--- src/common/porhs_pkg.sv ---
package porhs_pkg;
  // ****************************************
  // timing
  // ****************************************
  localparam int unsigned CLK_HZ          = 50000000;
  localparam int unsigned CLK_PER_MS      = CLK_HZ / 1000;
  // delay windows in ms; the timer aims at the least value of each
  localparam int unsigned DLY_LONG_MIN_MS  = 100;
  localparam int unsigned DLY_LONG_MAX_MS  = 300;
  localparam int unsigned DLY_SHORT_MIN_MS = 4;
  localparam int unsigned DLY_SHORT_MAX_MS = 12;
  // longest supply ramp in ms
  localparam int unsigned RAMP_LONG_MS    = 100;
  localparam int unsigned RAMP_SHORT_MS   = 4;
  localparam int unsigned DLY_LONG_CYC    = DLY_LONG_MIN_MS * CLK_PER_MS;
  localparam int unsigned DLY_SHORT_CYC   = DLY_SHORT_MIN_MS * CLK_PER_MS;
  localparam int unsigned RAMP_LONG_CYC   = RAMP_LONG_MS * CLK_PER_MS;
  localparam int unsigned RAMP_SHORT_CYC  = RAMP_SHORT_MS * CLK_PER_MS;
  localparam int unsigned CNT_W           = 32;

  // ****************************************
  // types
  // ****************************************
  typedef struct packed {
    logic core;
    logic auxiliary;
    logic io_bank;
    logic programming;
    logic predriver;
    logic power_technology;
    logic cfg_memory;
  } porhs_supply_type;

  typedef struct packed {
    logic complete;
    logic chain_enable_out;
    logic status;
  } porhs_cfgpin_type;

  typedef enum logic [1:0] {
    ST_RAMP    = 2'b00,
    ST_DELAY   = 2'b01,
    ST_RUN     = 2'b11,
    ST_STALLED = 2'b10
  } porhs_state_type;
endpackage : porhs_pkg

--- src/rtl/porhs_sync.sv ---
module porhs_sync #(
  parameter int unsigned W = 1
) (
  input  wire logic         i_clk,
  input  wire logic         i_rst_b,
  input  wire logic [W-1:0] i_d,
  output logic      [W-1:0] o_q
);
  logic [W-1:0] meta_r;

  // ****************************************
  // two-stage synchroniser per bit
  // ****************************************
  genvar g;
  generate
    for (g = 0; g < W; g++) begin : g_bit
      always_ff @(posedge i_clk or negedge i_rst_b) begin
        if (!i_rst_b) begin
          meta_r[g] <= 1'b0;
          o_q[g]    <= 1'b0;
        end else begin
          meta_r[g] <= i_d[g];
          o_q[g]    <= meta_r[g];
        end
      end
    end
  endgenerate
endmodule // porhs_sync

--- src/rtl/porhs_top.sv ---
// Function
// - main reset stays asserted until satellite and regulator monitors both report good
// - configuration may start only after the main reset has released
// - delay-select low gives a 100-300 ms delay, high gives 4-12 ms
// - supplies late beyond the ramp limit leave I/O and programming tri-stated
// - hot-insert guard turns outputs off while any guarded supply is low
// - config complete, chain enable out and status pins bypass the guard
// - general I/O stays tri-stated until user mode after configuration
// - satellite ready is the AND of predriver, programming, auxiliary, core, technology
// - regulator check of configuration memory supply gates the final reset trip
module porhs_top
  import porhs_pkg::*;
#(
  parameter int unsigned DLY_LONG   = DLY_LONG_CYC,
  parameter int unsigned DLY_SHORT  = DLY_SHORT_CYC,
  parameter int unsigned RAMP_LONG  = RAMP_LONG_CYC,
  parameter int unsigned RAMP_SHORT = RAMP_SHORT_CYC
) (
  input  wire logic             I_CLK_SYS,
  input  wire logic             I_RST_B,
  input  porhs_pkg::porhs_supply_type I_SUPPLY_GOOD,
  input  wire logic             I_RESET_DELAY_SELECT,
  input  wire logic             I_CONFIG_DONE,
  input  porhs_pkg::porhs_cfgpin_type I_CFG_PIN_OUT,
  input  porhs_pkg::porhs_cfgpin_type I_CFG_PIN_OE,
  input  wire logic             I_USER_IO_OE,
  output logic                  O_MAIN_RESET,
  output logic                  O_CONFIG_ALLOW,
  output logic                  O_HOT_INSERT_GUARD,
  output logic                  O_USER_MODE,
  output logic                  O_USER_IO_OE,
  output logic                  O_PROG_REG_TRISTATE,
  output porhs_pkg::porhs_cfgpin_type O_CFG_PIN_OUT,
  output porhs_pkg::porhs_cfgpin_type O_CFG_PIN_OE
);
  import porhs_pkg::*;

  typedef struct packed {
    porhs_state_type  state;
    logic [CNT_W-1:0] dly_cnt;
    logic [CNT_W-1:0] ramp_cnt;
    logic             delay_sel;
    logic             main_reset;
    logic             config_allow;
    logic             guard;
    logic             user_mode;
    logic             user_io_oe;
    logic             prog_tristate;
    porhs_cfgpin_type cfg_out;
    porhs_cfgpin_type cfg_oe;
  } porhs_regs_type;

  localparam porhs_regs_type REGS_RST = '{
    state:         ST_RAMP,
    dly_cnt:       '0,
    ramp_cnt:      '0,
    delay_sel:     1'b0,
    main_reset:    1'b1,
    config_allow:  1'b0,
    guard:         1'b1,
    user_mode:     1'b0,
    user_io_oe:    1'b0,
    prog_tristate: 1'b1,
    cfg_out:       '0,
    cfg_oe:        '0
  };

  localparam int SUP_W = $bits(porhs_supply_type);

  // ****************************************
  // pin synchronisers
  // ****************************************
  // monitor levels and pins are asynchronous to the timer clock
  logic [SUP_W+1:0]  sync_q;
  porhs_supply_type  sup;
  logic              sel_s;
  logic              done_s;

  porhs_sync #(
    .W (SUP_W + 2)
  ) u_sync (
    .i_clk   (I_CLK_SYS),
    .i_rst_b (I_RST_B),
    .i_d     ({I_SUPPLY_GOOD, I_RESET_DELAY_SELECT, I_CONFIG_DONE}),
    .o_q     (sync_q)
  );

  assign sup    = porhs_supply_type'(sync_q[SUP_W+1:2]);
  assign sel_s  = sync_q[1];
  assign done_s = sync_q[0];

  // ****************************************
  // monitor conditions
  // ****************************************
  logic satellite_ok;
  logic regulator_ok;
  logic both_ok;
  logic guard_cond;

  assign satellite_ok = sup.predriver & sup.programming & sup.auxiliary
                      & sup.core & sup.power_technology;
  assign regulator_ok = sup.cfg_memory;
  assign both_ok      = satellite_ok & regulator_ok;
  assign guard_cond   = ~(sup.core & sup.auxiliary & sup.io_bank
                      & sup.programming & sup.predriver);

  // ****************************************
  // sequencer
  // ****************************************
  porhs_regs_type r;
  porhs_regs_type r_nxt;
  logic [CNT_W-1:0] dly_len;
  logic [CNT_W-1:0] ramp_len;

  // delay select is latched at each fresh ramp so a glitch mid-delay cannot shorten it
  assign dly_len  = r.delay_sel ? CNT_W'(DLY_SHORT) : CNT_W'(DLY_LONG);
  assign ramp_len = sel_s ? CNT_W'(RAMP_SHORT) : CNT_W'(RAMP_LONG);

  always_comb begin
    r_nxt       = r;
    r_nxt.guard = guard_cond;
    case (r.state)
      ST_RAMP: begin
        r_nxt.delay_sel = sel_s;
        r_nxt.dly_cnt   = '0;
        if (both_ok) begin
          r_nxt.state = ST_DELAY;
        end else if (r.ramp_cnt >= ramp_len - CNT_W'(1)) begin
          r_nxt.state = ST_STALLED;
        end else begin
          r_nxt.ramp_cnt = r.ramp_cnt + CNT_W'(1);
        end
      end
      ST_DELAY: begin
        if (!both_ok) begin
          r_nxt.dly_cnt = '0;
          r_nxt.state   = ST_RAMP;
        end else if (r.dly_cnt >= dly_len - CNT_W'(1)) begin
          r_nxt.state      = ST_RUN;
          r_nxt.main_reset = 1'b0;
        end else begin
          r_nxt.dly_cnt = r.dly_cnt + CNT_W'(1);
        end
      end
      ST_RUN: begin
        if (!both_ok) begin
          // losing a monitor re-arms the whole sequence
          r_nxt            = REGS_RST;
          r_nxt.guard      = guard_cond;
          r_nxt.delay_sel  = sel_s;
        end else begin
          r_nxt.prog_tristate = 1'b0;
          r_nxt.config_allow  = 1'b1;
          if (done_s) begin
            r_nxt.user_mode = 1'b1;
          end
        end
      end
      ST_STALLED: begin
        // no reset event: stays tri-stated until a full reset
        r_nxt.main_reset    = 1'b1;
        r_nxt.prog_tristate = 1'b1;
      end
      default: begin
        r_nxt = REGS_RST;
      end
    endcase
    r_nxt.user_io_oe = r_nxt.user_mode & ~guard_cond & I_USER_IO_OE;
    // configuration handshake pins pass ungated
    r_nxt.cfg_out    = I_CFG_PIN_OUT;
    r_nxt.cfg_oe     = I_CFG_PIN_OE;
  end

  always_ff @(posedge I_CLK_SYS or negedge I_RST_B) begin
    if (!I_RST_B) begin
      r <= REGS_RST;
    end else begin
      r <= r_nxt;
    end
  end

  // ****************************************
  // outputs
  // ****************************************
  assign O_MAIN_RESET        = r.main_reset;
  assign O_CONFIG_ALLOW      = r.config_allow;
  assign O_HOT_INSERT_GUARD  = r.guard;
  assign O_USER_MODE         = r.user_mode;
  assign O_USER_IO_OE        = r.user_io_oe;
  assign O_PROG_REG_TRISTATE = r.prog_tristate;
  assign O_CFG_PIN_OUT       = r.cfg_out;
  assign O_CFG_PIN_OE        = r.cfg_oe;
endmodule // porhs_top

--- config.mk ---
export PLATFORM = sky130hd
export DESIGN_NAME = porhs_top
export DESIGN_NICKNAME = d
export VERILOG_FILES = /design/src/common/porhs_pkg.sv /design/src/rtl/porhs_sync.sv /design/src/rtl/porhs_top.sv
export SDC_FILE = /design/constraint.sdc
export NUM_CORES = 1
export LEC_CHECK = 0
export ABC_CLOCK_PERIOD_IN_PS = 2700
export CORE_ASPECT_RATIO = 0.8
export CORE_MARGIN = 2
export CORE_UTILIZATION = 42
export CTS_CLUSTER_SIZE = 8
export DETAILED_ROUTE_END_ITERATION = 10
export DONT_BUFFER_PORTS = 1
export SYNTH_ARGS = -nofsm -noshare
export SYNTH_HDL_FRONTEND = slang
export SYNTH_SLANG_ARGS = --single-unit
--- constraint.sdc ---
create_clock -name I_CLK_SYS -period 2.7 [get_ports I_CLK_SYS]
set_clock_uncertainty 0.2 [all_clocks]
set_input_delay 0.27 -clock I_CLK_SYS [delete_from_list [all_inputs] [get_ports I_CLK_SYS]]
set_output_delay 0.27 -clock I_CLK_SYS [all_outputs]
set_load 0.05 [all_outputs]
Yosys cells after proc, flatten, opt, wreduce, memory -nomap -nowiden. Cells that the tools add are included.

$add $sub $neg: 4. $lt $le $gt $ge: 2. Equal/unequal tests: 11. Mux-type cells: 22. Bitwise gates (word level): 12. Reductions and logical operators: 10.

Operators by type and width (count): $pmux 34 s3 (1); $mux 32 (3); $mux 68 (1); $pmux 33 s2 (1); $add 32x1->32 const B (2); $ge 32x32->1 (2); $sub 23x1->24 const B (2); $mux 23 (2); $mux 34 (1); $reduce_and 4->1 (3); $and 1x1->1 (11); $ne 2x2->1 const B (5); $ne 3x3->1 const B (3); $mux 2 (4); $mux 1 (7); $reduce_bool 3->1 (2); $eq 2x2->1 const B (2); $reduce_bool 2->1 (2); $pmux 1 s3 (1); $reduce_and 3->1 (1); $eq 2x1->1 const B (1); $logic_not 2->1 (1); $pmux 1 s2 (1); $reduce_and 2->1 (1); $not 1->1 (1).

Flip-flop bits (word level): 97. Bits of input ports: 18. Output and inout port bits: 12. Logic and storage cells: 95.

Logic depth before layout (Yosys ltp). Gate-level depths: netlist (run 1).

Depth in word-level cells: 9. Gate-level depth with buffers: 10. Mapped depth without buffers: 8.

Cells and area by module. From an unflattened synthesis (run 1), not the netlist that was laid out.

Cells, all modules: 461. Area total of the unflattened synthesis: 4684.5 µm².

By module, submodules not included: porhs_top (times used 1, cells an instance 443, area each 4234.1 µm², sequential area each 1980.6 µm²); porhs_sync (times used 1, cells an instance 18, area each 450.4 µm², sequential area each 450.4 µm²).

Least setup slack after synthesis (run 1). No wires, ideal clock.

Path type: register -> register. From: register u_sync.o_q[1]. To: register r[28] (netlist bit). Library setup time: 0.078 ns. Data arrival time: 2.444 ns. Required time: 2.422 ns. Slack: -0.023 ns. Stages on the path, launching flop included: 10. Path buffers: 1. Clock period less this slack: 2.723 ns. Cell sequence: dfrtp_1 > inv_1 > ha_1 > a211oi_1 > o21ai_0 > a211oi_2 > nand3_1 > clkbuf_1 > or3_1 > a21oi_1.

Longest elaborated chain between the ends: 5.

RTL lines: start: declaration (RTL line porhs_sync.sv:7) `output logic [W-1:0] o_q`; start signal: indexed assignment (RTL line porhs_sync.sv:23) `o_q[g] <= meta_r[g];`; $mux 23 (RTL line porhs_top.sv:117) `assign ramp_len = sel_s ? CNT_W'(RAMP_SHORT) : CNT_W'(RAMP_LONG);`; $sub 23x1->24 (RTL line porhs_top.sv:128) `end else if (r.ramp_cnt >= ramp_len - CNT_W'(1)) begin`; $ge 32x32->1 (RTL line porhs_top.sv:128); $ne 2x2->1 (no source line); $reduce_and 4->1 (no source line); end signal: assignment (RTL line porhs_top.sv:178) `r <= r_nxt;`; end: declaration (RTL line porhs_top.sv:110) `porhs_regs_type r;`.

No other way between the ends. A chain may end at the register's enable or synchronous reset.

Final worst setup path (run 1).
From: register u_sync.o_q[1]. To: register r[31] (netlist bit).

Same word-level chain as after synthesis.

==> results of run 1 <==
[flip-flops by register name (all words and copies together) (netlist names)]
name,count
O_CFG_PIN_OE,3
O_USER_MODE,1
O_MAIN_RESET,1
u_sync.o_q,9
u_sync.meta_r,9
O_USER_IO_OE,1
r,67
O_HOT_INSERT_GUARD,1
O_CFG_PIN_OUT,3
O_PROG_REG_TRISTATE,1
O_CONFIG_ALLOW,1
[cell families (layout without fill, tap and decap cells)]
group | count (synthesis) | count (layout)
xor gates and xnor gates | 4 | 4
buffers and inverters | 39 | 83
DFF | 97 | 97
AOI/OAI and AO/OA | 126 | 128
muxes | 6 | 6
and+or+nand+nor | 175 | 175
adders and majority gates | 18 | 18
[cells in the mapped netlist, types with 2 or more instances]
master and n:
and3_1 10, mux2i_1 5, nor3_1 7, a41oi_1 2, o31a_1 2, and4_1 4, nor2_1 25, buf_1 2
xor2_1 3, a22o_1 2, dfrtp_1 94, o21ai_1 2, or4_1 8, o31ai_1 7, a211oi_1 3, a31oi_1 4
nand3_1 22, nor4_1 7, and2_1 19, a21oi_1 40, o21ai_0 47, clkbuf_1 16, o211ai_1 4, inv_1 13
dfstp_2 3, buf_2 2, a21o_1 2, ha_1 18, o41ai_1 2, buf_4 6, a32o_1 2, nand2_1 33
or3_1 14, nand4_1 14
[cell type report]
type                    instances  share of cell area (%)
clock buffers                   9                    3.99
inverters                      13                   0.865
clock inverters                 7                    1.35
repair buffers                 54                    8.34
flip-flops and latches         97                    43.1
well taps                     144                    3.19
multi-input cells             331                    39.2
[final timing paths]
check	start	endpoint	slack, ps	cells past startpoint
min in group I_CLK_SYS	u_sync.meta_r[3]	u_sync.o_q[3]	150	0
worst max-delay path	u_sync.o_q[1]	r[31]	40	9
max in group asynchronous	I_RST_B	O_MAIN_RESET	2700	0
worst min-delay path	I_RST_B	r[20]	-590	0
worst min register to register	u_sync.meta_r[3]	u_sync.o_q[3]	150	0
worst max register to register	u_sync.o_q[1]	r[31]	40	9
[through the flow]
step	setup TNS [ps]	cell area, sq um	power (uW)
3_3_place_gp	0	4930	2000
3_5_place_dp	-202	4930	2010
2_1_floorplan	0	4650	1890
4_1_cts	0	5410	3330
5_1_grt	-268	5640	3540
6_report	0	5640	3360
[cells in the final DEF, fill, tap and decap left out, drive strengths merged, types with 3 or more instances in the layout]
master and instances:
a211oi 4, a21oi 40, a31oi 4, and2 20
and3 10, and4 4, buf 38, clkbuf 9
dfrtp 94, dfstp 3, dlygate4sd3 16, ha 18
inv 19, mux2i 5, nand2 33, nand3 22
nand4 14, nor2 25, nor3 8, nor4 8
o211ai 4, o21ai 49, o31a 3, o31ai 9
or3 14, or4 9, xor2 3
[critical path: stages (launching register included)]
cell,delay (ps)
dfrtp_1,420
buf_4,160
ha_1,310
o21ai_2,150
o21ai_1,80
a211oi_2,300
nand4_1,150
buf_6,170
or4_1,500
a21oi_2,140
[power by group]
| part | switching [uW] | total, uW | leakage (uW) | internal, uW |
|---|---|---|---|---|
| clock | 624 | 1290 | 0.000150 | 663 |
| sequential | 93.8 | 1630 | 0.00127 | 1530 |
| combinational | 242 | 451 | 0.00101 | 209 |
[per-layer routing]
| layer | track usage [%] | up-vias | wire length [um] |
|---|---|---|---|
| li1 | - | 1802 | - |
| met1 | 27.3 | 1802 | 5060 |
| met2 | 26.4 | 114 | 4820 |
| met3 | 3.97 | 6 | 638 |
| met4 | 4.24 | 0 | 85 |
| met5 | 0 | - | 0 |
[timing repair]
| item | in CTS | in global routing |
|---|---|---|
| setup endpoints to repair | 8 | 36 |
| hold endpoints to repair | 113 | 97 |
| gates resized for setup | 3 | 36 |
| setup buffers | 0 | 7 |
| pin swaps | 1 | 12 |
| gates cloned | 0 | 3 |
==> results.toml, run 1 <==
[finish]
areaGrowthSynthToFinish_pct = 21.4
drive_gt1_share_pct = 18.0
num-fill-cells = 969
antenna_cells = 0
layout.nets = 542
final_util_pct = 52.0
final_cells = 655
regArea_sq_um = 2430
multi_input_area_sq_um = 2210

[critical_path]
crit_fanout = 12
start_kind = "flip-flop"
arrival_ps = 2730
worstPathRequired_ps = 2770
cp-end-kind = "flip-flop"
critical_path_class = "flip-flop to flip-flop"

[logic_synthesis]
ys.flop_type = "dfrtp_1"
synth.top_cell.area_share_pct = 50.6
async_flop_share_pct = 100
seq_area_frac_synth_pct = 52.3
synth_top_area_cell = "dfrtp_1"
ys_ff_latch = 97
synth_fa_ha_area_share_pct = 4.85
syn-num-nets = 501
synth-simple-area-share_pct = 20.9
ys_warn_count = 0
synth_mux_area_share_pct = 1.32
ys_types = 55
synth_compound_area_share_pct = 16.2
synth_xor_area_share_pct = 0.754
synth_top_family_by_area = "simple AND/OR/NAND/NOR gates"
netlist_instances = 465
synth_edf_count = 0
netlist_area_sq_um = 4650
syn_area_per_cell_sq_um = 9.99
synth.top_cells.by_area = "dfrtp_1 51%, o21ai_0 5.1%, ha_1 4.8%"

[run_status]
violations = "negative hold slack"
outcome = "finished, violations left"

[job]
cap_violations = 0

[floorplanning]
die-width_um = 122
initial_utilization_pct = 42.8
die_area_sq_um = 11900
coreArea_sq_um = 10800
pin_count = 30
fp-row-count = 34
die_h_um = 98.1

[place]
dp_cells = 613
post-place-ws_ps = -57.9
dpl.hpwl_um = 6810
port_buffers = 0
gp_congestion = 0.794

[timing]
worst_pin_slew_ps = 652
finalHoldViolCount = 97
finalCritPeriodShare_pct = 98.4
postLayoutSetupSlackWorst_ps = 43.8
drv_slew = 0
relSlewSlack_pct = 56.4
fin_hold_ws_ps = -588
max_clock_freq_ghz = 0.376
rsz0062_at_grt = "yes"
fin_crit_ps = 2660
setup_viol = 0

[clocking]
clock_sinks = 97
ctsHoldBuffers = 16
cts_buffer_depth = 2
htree_levels = 3
root_buffer = "clkbuf_16"
cts_tree = "built"
cts.reportedPaths.clkPinSlew_ps = 80
numCtsBuffers = 9
insertion_delay_ps = 350

[min_path]
worstHoldPathType = "input port to asynchronous set/reset pin"

[route]
viasPerCell = 5.69
wl_per_cell_um = 16.2
drt_first_pass_iters = 5
dr_total_vias = 3724
wl_um = 10600
drc = 0
antenna_left = 0
first_iter_violations = 253

[grt]
antenna_found_initial = 0
grt_max_degree = 98
grt_pass1_wl_um = 17300
grt_pass1_vias = 3474
grt_usage_pct = 18.1
overflow = 0

[pwr]
irDropWorstVdd_mv = 0.436
p_leak_uw = 0.00244
power_density_nw_per_um2 = 596
Note: power is estimated with default switching activity, not from simulation.
==> run 2, diff against run 1 <==
--- a/config.mk
+++ b/config.mk
@@ -6,12 +6,12 @@
 export NUM_CORES = 1
 export LEC_CHECK = 0
 export ABC_CLOCK_PERIOD_IN_PS = 2700
+export BUFFER_PORTS_ARGS = -buffer_cell sky130_fd_sc_hd__buf_4
 export CORE_ASPECT_RATIO = 0.8
 export CORE_MARGIN = 2
 export CORE_UTILIZATION = 42
 export CTS_CLUSTER_SIZE = 8
 export DETAILED_ROUTE_END_ITERATION = 10
-export DONT_BUFFER_PORTS = 1
 export SYNTH_ARGS = -nofsm -noshare
 export SYNTH_HDL_FRONTEND = slang
 export SYNTH_SLANG_ARGS = --single-unit
==> results.toml, run 2 (synthesis gave the netlist of run 1 again) <==
[finish]
layout_commonest_cell = "dfrtp_1"
design_area_sq_um = 5950
layout.nets = 581
areaGrowthSynthToFinish_pct = 27.9
antenna_cells = 0
largest_register = "r"
layout_common_cells = "93 x dfrtp_1, 73 x buf_4, 44 x o21ai_0, 36 x a21oi_1, 33 x nand2_1"
final_cells = 694
largest_registers = "r (67), u_sync.meta_r (9), u_sync.o_q (9)"
drive_gt1_share_pct = 24.2
largest_reg_flops = 67

[clocking]
htree_levels = 3
cts.reportedPaths.clkPinSlew_ps = 70
insertion_delay_ps = 340
root_buffer = "clkbuf_16"
clock_sinks = 97
cts_tree = "built"
numCtsBuffers = 9
cts_buffer_depth = 2

[place]
dp_cells = 645
gp_congestion = 0.832
port_buffers = 29
place_area_sq_um = 5170
dpl.hpwl_um = 7090
post-place-ws_ps = -94.7

[floorplanning]
pin_count = 30
die-width_um = 122
die_h_um = 98.1
fp-row-count = 34
die_area_sq_um = 11900
coreArea_sq_um = 10800
initial_utilization_pct = 42.8

[critical_path]
critPathCapture = "r[49]"
r2r_slack_ps = 60
r2r_end = "r[49]"
worstPathRequired_ps = 2730
arrival_ps = 2680
cp-end-kind = "flip-flop"
reg2reg_depth = 8
critical_path_class = "flip-flop to flip-flop"
start_kind = "flip-flop"
cp-startpoint = "r[12]"
crit_fanout = 13
r2r-start = "r[12]"

[timing]
relSlewSlack_pct = 53.2
rsz0062_at_grt = "yes"
finalCritPeriodShare_pct = 97.8
postLayoutSetupSlackWorst_ps = 58.4
fin_crit_ps = 2640
worst_pin_slew_ps = 700
drv_slew = 0
setup_viol = 0
finalHoldViolCount = 0
max_clock_freq_ghz = 0.379

[pwr]
power_density_nw_per_um2 = 568
p_int_uw = 2410
pwr-share-clk_pct = 36.6
p_leak_uw = 0.00262
p_switching_uw = 963
p_sw_share_pct = 28.5
irDropWorstVdd_mv = 0.369
power_frac_comb_pct = 15.8
pwr-share-seq_pct = 47.6

[route]
wl_per_cell_um = 15.9
viasPerCell = 5.60
drc = 0
antenna_left = 0
drt_first_pass_iters = 5
dr_total_vias = 3883
wl_um = 11000
first_iter_violations = 252

[grt]
overflow = 0
antenna_found_initial = 0
grt_pass1_vias = 3581
grt_pass1_wl_um = 17800
grt_max_degree = 55
grt_usage_pct = 18.7

[run_status]
outcome = "completed"

[min_path]
worstHoldPathType = "input port to flip-flop"
min_path_cells = 2

[job]
cap_violations = 0
==> run 2: changes by cell type in the layout (fill, tap and decap cells not counted), moves of 2 or more <==
cell     previous run  this run
o31a_1              1         3
ha_1               16        12
buf_4              32        73
nand3_1            22        20
ha_4                1         6
==> run 2: what timing repair did <==
action,CTS,global route
endpoints found under the setup margin,16,32
hold endpoints to repair,63,0
cloned,0,4
hold buffers,16,0
pin swaps,3,21
setup buffers,2,11
resized for setup,8,32
==> run 2: how the worst min path moves through the flow <==
stage                                start              end  slack [ps]
after floorplan                    I_RST_B  O_CFG_PIN_OE[0]        -230
after global placement    u_sync.meta_r[8]    u_sync.o_q[8]         130
after detailed placement  u_sync.meta_r[8]    u_sync.o_q[8]         140
after CTS                     I_USER_IO_OE     O_USER_IO_OE           4
after global routing          I_USER_IO_OE     O_USER_IO_OE          20
final                         I_USER_IO_OE     O_USER_IO_OE          20
==> run 2: layer usage <==
metal	track usage [%]	routed length, um	vias up
li1	-	-	1869
met2	27.3	5010	108
met5	0	0	-
met4	5.48	133	0
met3	3.91	518	13
met1	28.2	5360	1893
==> run 2: metrics by stage <==
step           power, uW  hold slack, ps  TNS [ps]  util [%]
2_1_floorplan       1890            -226         0         -
3_3_place_gp        2050             132     -13.7      47.7
3_5_place_dp        2060             136      -702      47.7
4_1_cts             3340            4.28         0      52.2
5_1_grt             3560            16.9      -155      54.8
6_report            3380            15.6         0      54.8
==> run 2: layout make-up <==
cell class	instances	area, sq um
tap	144	180
timing repair buffer	94	758
multi-input combinational	330	2240
fill	936	4900
clock inverter	7	61.3
sequential	97	2430
inverter	13	51.3
clock buffer	9	225
==> run 2: power groups by stage <==
stage	clock, uW	combinational (uW)	sequential, uW
2_1_floorplan	0	273	1620
3_3_place_gp	0	425	1630
3_5_place_dp	0	435	1630
4_1_cts	1270	463	1600
5_1_grt	1330	599	1620
6_report	1240	534	1610
==> run 2: critical path, stage by stage (launching register included) <==
cell	delay (ps)
dfrtp_2	480
ha_1	290
nor2b_2	250
nand4b_1	230
o31ai_4	410
nor3_2	90
buf_4	200
a21o_1	160
a22o_1	220
==> run 3, diff against run 2 <==
--- a/config.mk
+++ b/config.mk
@@ -8,7 +8,6 @@
 export ABC_CLOCK_PERIOD_IN_PS = 2700
 export BUFFER_PORTS_ARGS = -buffer_cell sky130_fd_sc_hd__buf_4
 export CORE_ASPECT_RATIO = 0.8
-export CORE_MARGIN = 2
 export CORE_UTILIZATION = 42
 export CTS_CLUSTER_SIZE = 8
 export DETAILED_ROUTE_END_ITERATION = 10
==> results.toml, run 3 (synthesis gave the netlist of run 1 again) <==
[clocking]
cts_tree = "built"
htree_levels = 3
cts.reportedPaths.clkPinSlew_ps = 70
cts_buffer_depth = 2
root_buffer = "clkbuf_16"
clock_sinks = 97
numCtsBuffers = 9
insertion_delay_ps = 350

[route]
wl_um = 10300
wl_per_cell_um = 15.4
drt_first_pass_iters = 4
antenna_left = 0
dr_total_vias = 3744
first_iter_violations = 206
drc = 0
viasPerCell = 5.57

[grt]
antenna_found_initial = 0
grt_pass1_wl_um = 17200
overflow = 0
grt_usage_pct = 19.3
grt_pass1_vias = 3582
grt_max_degree = 62

[floorplanning]
die_area_sq_um = 11500
pin_count = 30
die_h_um = 96.1
initial_utilization_pct = 44.3
die-width_um = 120
coreArea_sq_um = 10500
fp-row-count = 33

[job]
cap_violations = 0

[critical_path]
crit_slowest_cell = "or3_4"
crit_fanout = 8
crit_family = "simple AND/OR/NAND/NOR gates"
cp-end-kind = "flip-flop"
crit_path_cell_trace = "buf_4 -> ha_1 -> or3_1 -> o31a_1 -> or3_4 -> or3_1 -> o21ai_1"
start_kind = "flip-flop"
crit_top_cell = "or3_1"
critical_path_class = "flip-flop to flip-flop"
slowest_delay_ps = 460
path_buf_inv = 1
arrival_ps = 2680
worstPathRequired_ps = 2770

[timing]
rsz0062_at_grt = "yes"
finalHoldViolCount = 0
worst_pin_slew_ps = 516
max_clock_freq_ghz = 0.384
finalCritPeriodShare_pct = 96.5
finalSetupTns_ps = 0
fin_crit_ps = 2610
fin_hold_ws_ps = 151
setup_viol = 0
relSlewSlack_pct = 65.5
drv_slew = 0
postLayoutSetupSlackWorst_ps = 94.7

[finish]
largest_registers = "r (67), u_sync.meta_r (9), u_sync.o_q (9)"
layout_commonest_cell = "dfrtp_1"
areaGrowthSynthToFinish_pct = 24.7
layout_common_cells = "94 x dfrtp_1, 56 x buf_4, 44 x o21ai_0, 33 x nand2_1, 32 x a21oi_1"
drive_gt1_share_pct = 21.2
layout.nets = 563
largest_register = "r"
largest_reg_flops = 67
final_util_pct = 55.3
antenna_cells = 0

[place]
port_buffers = 29
post-place-ws_ps = -37.8
gp_congestion = 0.863
dpl.hpwl_um = 6930

[pwr]
irDropWorstVdd_mv = 0.419
p_leak_uw = 0.00256
power_density_nw_per_um2 = 591

[min_path]
worstHoldPathType = "flip-flop to flip-flop"

[run_status]
outcome = "completed"
==> run 3: cell types whose count changed in the layout (fill, tap and decap cells not counted), sizes merged <==
cell | before | now
buf | 77 | 60
bufinv | 0 | 1
clkdlybuf4s15 | 1 | 0
clkinvlp | 1 | 0
dlygate4sd3 | 16 | 17
o31a | 3 | 2
==> run 3: layout make-up <==
class                           instances  area (sq um)
Inverter                               13          48.8
Clock buffer                            9           225
Tap cell                              140           175
Sequential cell                        97          2430
Timing Repair Buffer                   77           662
Fill cell                             936          4690
Clock inverter                          7          95.1
Multi-Input combinational cell        329          2160
==> run 3: per-stage QoR <==
| step | std cells | instance area (sq um) | total power, uW |
|---|---|---|---|
| 2_1_floorplan | 465 | 4650 | 1890 |
| 3_3_place_gp | 637 | 5170 | 2070 |
| 3_5_place_dp | 637 | 5170 | 2080 |
| 4_1_cts | 670 | 5670 | 3460 |
| 5_1_grt | 672 | 5800 | 3600 |
| 6_report | 672 | 5800 | 3430 |
==> run 3: timing repair <==
| item | in CTS | in global routing |
|---|---|---|
| hold endpoints to repair | 51 | 0 |
| buffers inserted | 0 | 2 |
| endpoints found under the setup margin | 3 | 34 |
| hold buffers | 17 | 0 |
| gates resized for setup | 1 | 29 |
| pin swaps | 0 | 16 |
==> run 3: path summary, 6_finish.rpt <==
path                                        from            end  slack [ps]  depth (start not counted)
worst min-delay path            u_sync.meta_r[4]  u_sync.o_q[4]         150                          0
worst min register to register  u_sync.meta_r[4]  u_sync.o_q[4]         150                          0
min in group asynchronous                I_RST_B          r[33]         250                          2
max in group asynchronous                I_RST_B   O_MAIN_RESET        1320                          3
worst max-delay path                       r[12]          r[50]          90                          7
worst max register to register             r[12]          r[50]          90                          7
==> run 3: report_power, final <==
part,switching [uW],internal (uW)
clock network,601,747
registers,64.8,1530
logic,279,203
total,945,2480
==> run 3: worst register-to-register path, delay by kind of cell (launching register included) <==
| family | cells | cell delay, ps |
|---|---|---|
| flip-flops | 1 | 390 |
| adder cells (fa/ha/maj) | 1 | 170 |
| AO/OA/AOI/OAI | 2 | 500 |
| buffers and inverters | 1 | 160 |
| AND/OR/NAND/NOR | 3 | 1110 |
==> run 3: metal layers <==
| layer | part of all wire (%) | wire length (um) | global-route usage [%] |
|---|---|---|---|
| met1 | 51 | 5290 | 27.1 |
| met2 | 44 | 4530 | 30.1 |
| met3 | 3.8 | 397 | 4.27 |
| met4 | 1.0 | 104 | 5.42 |
| met5 | 0 | 0 | 0 |
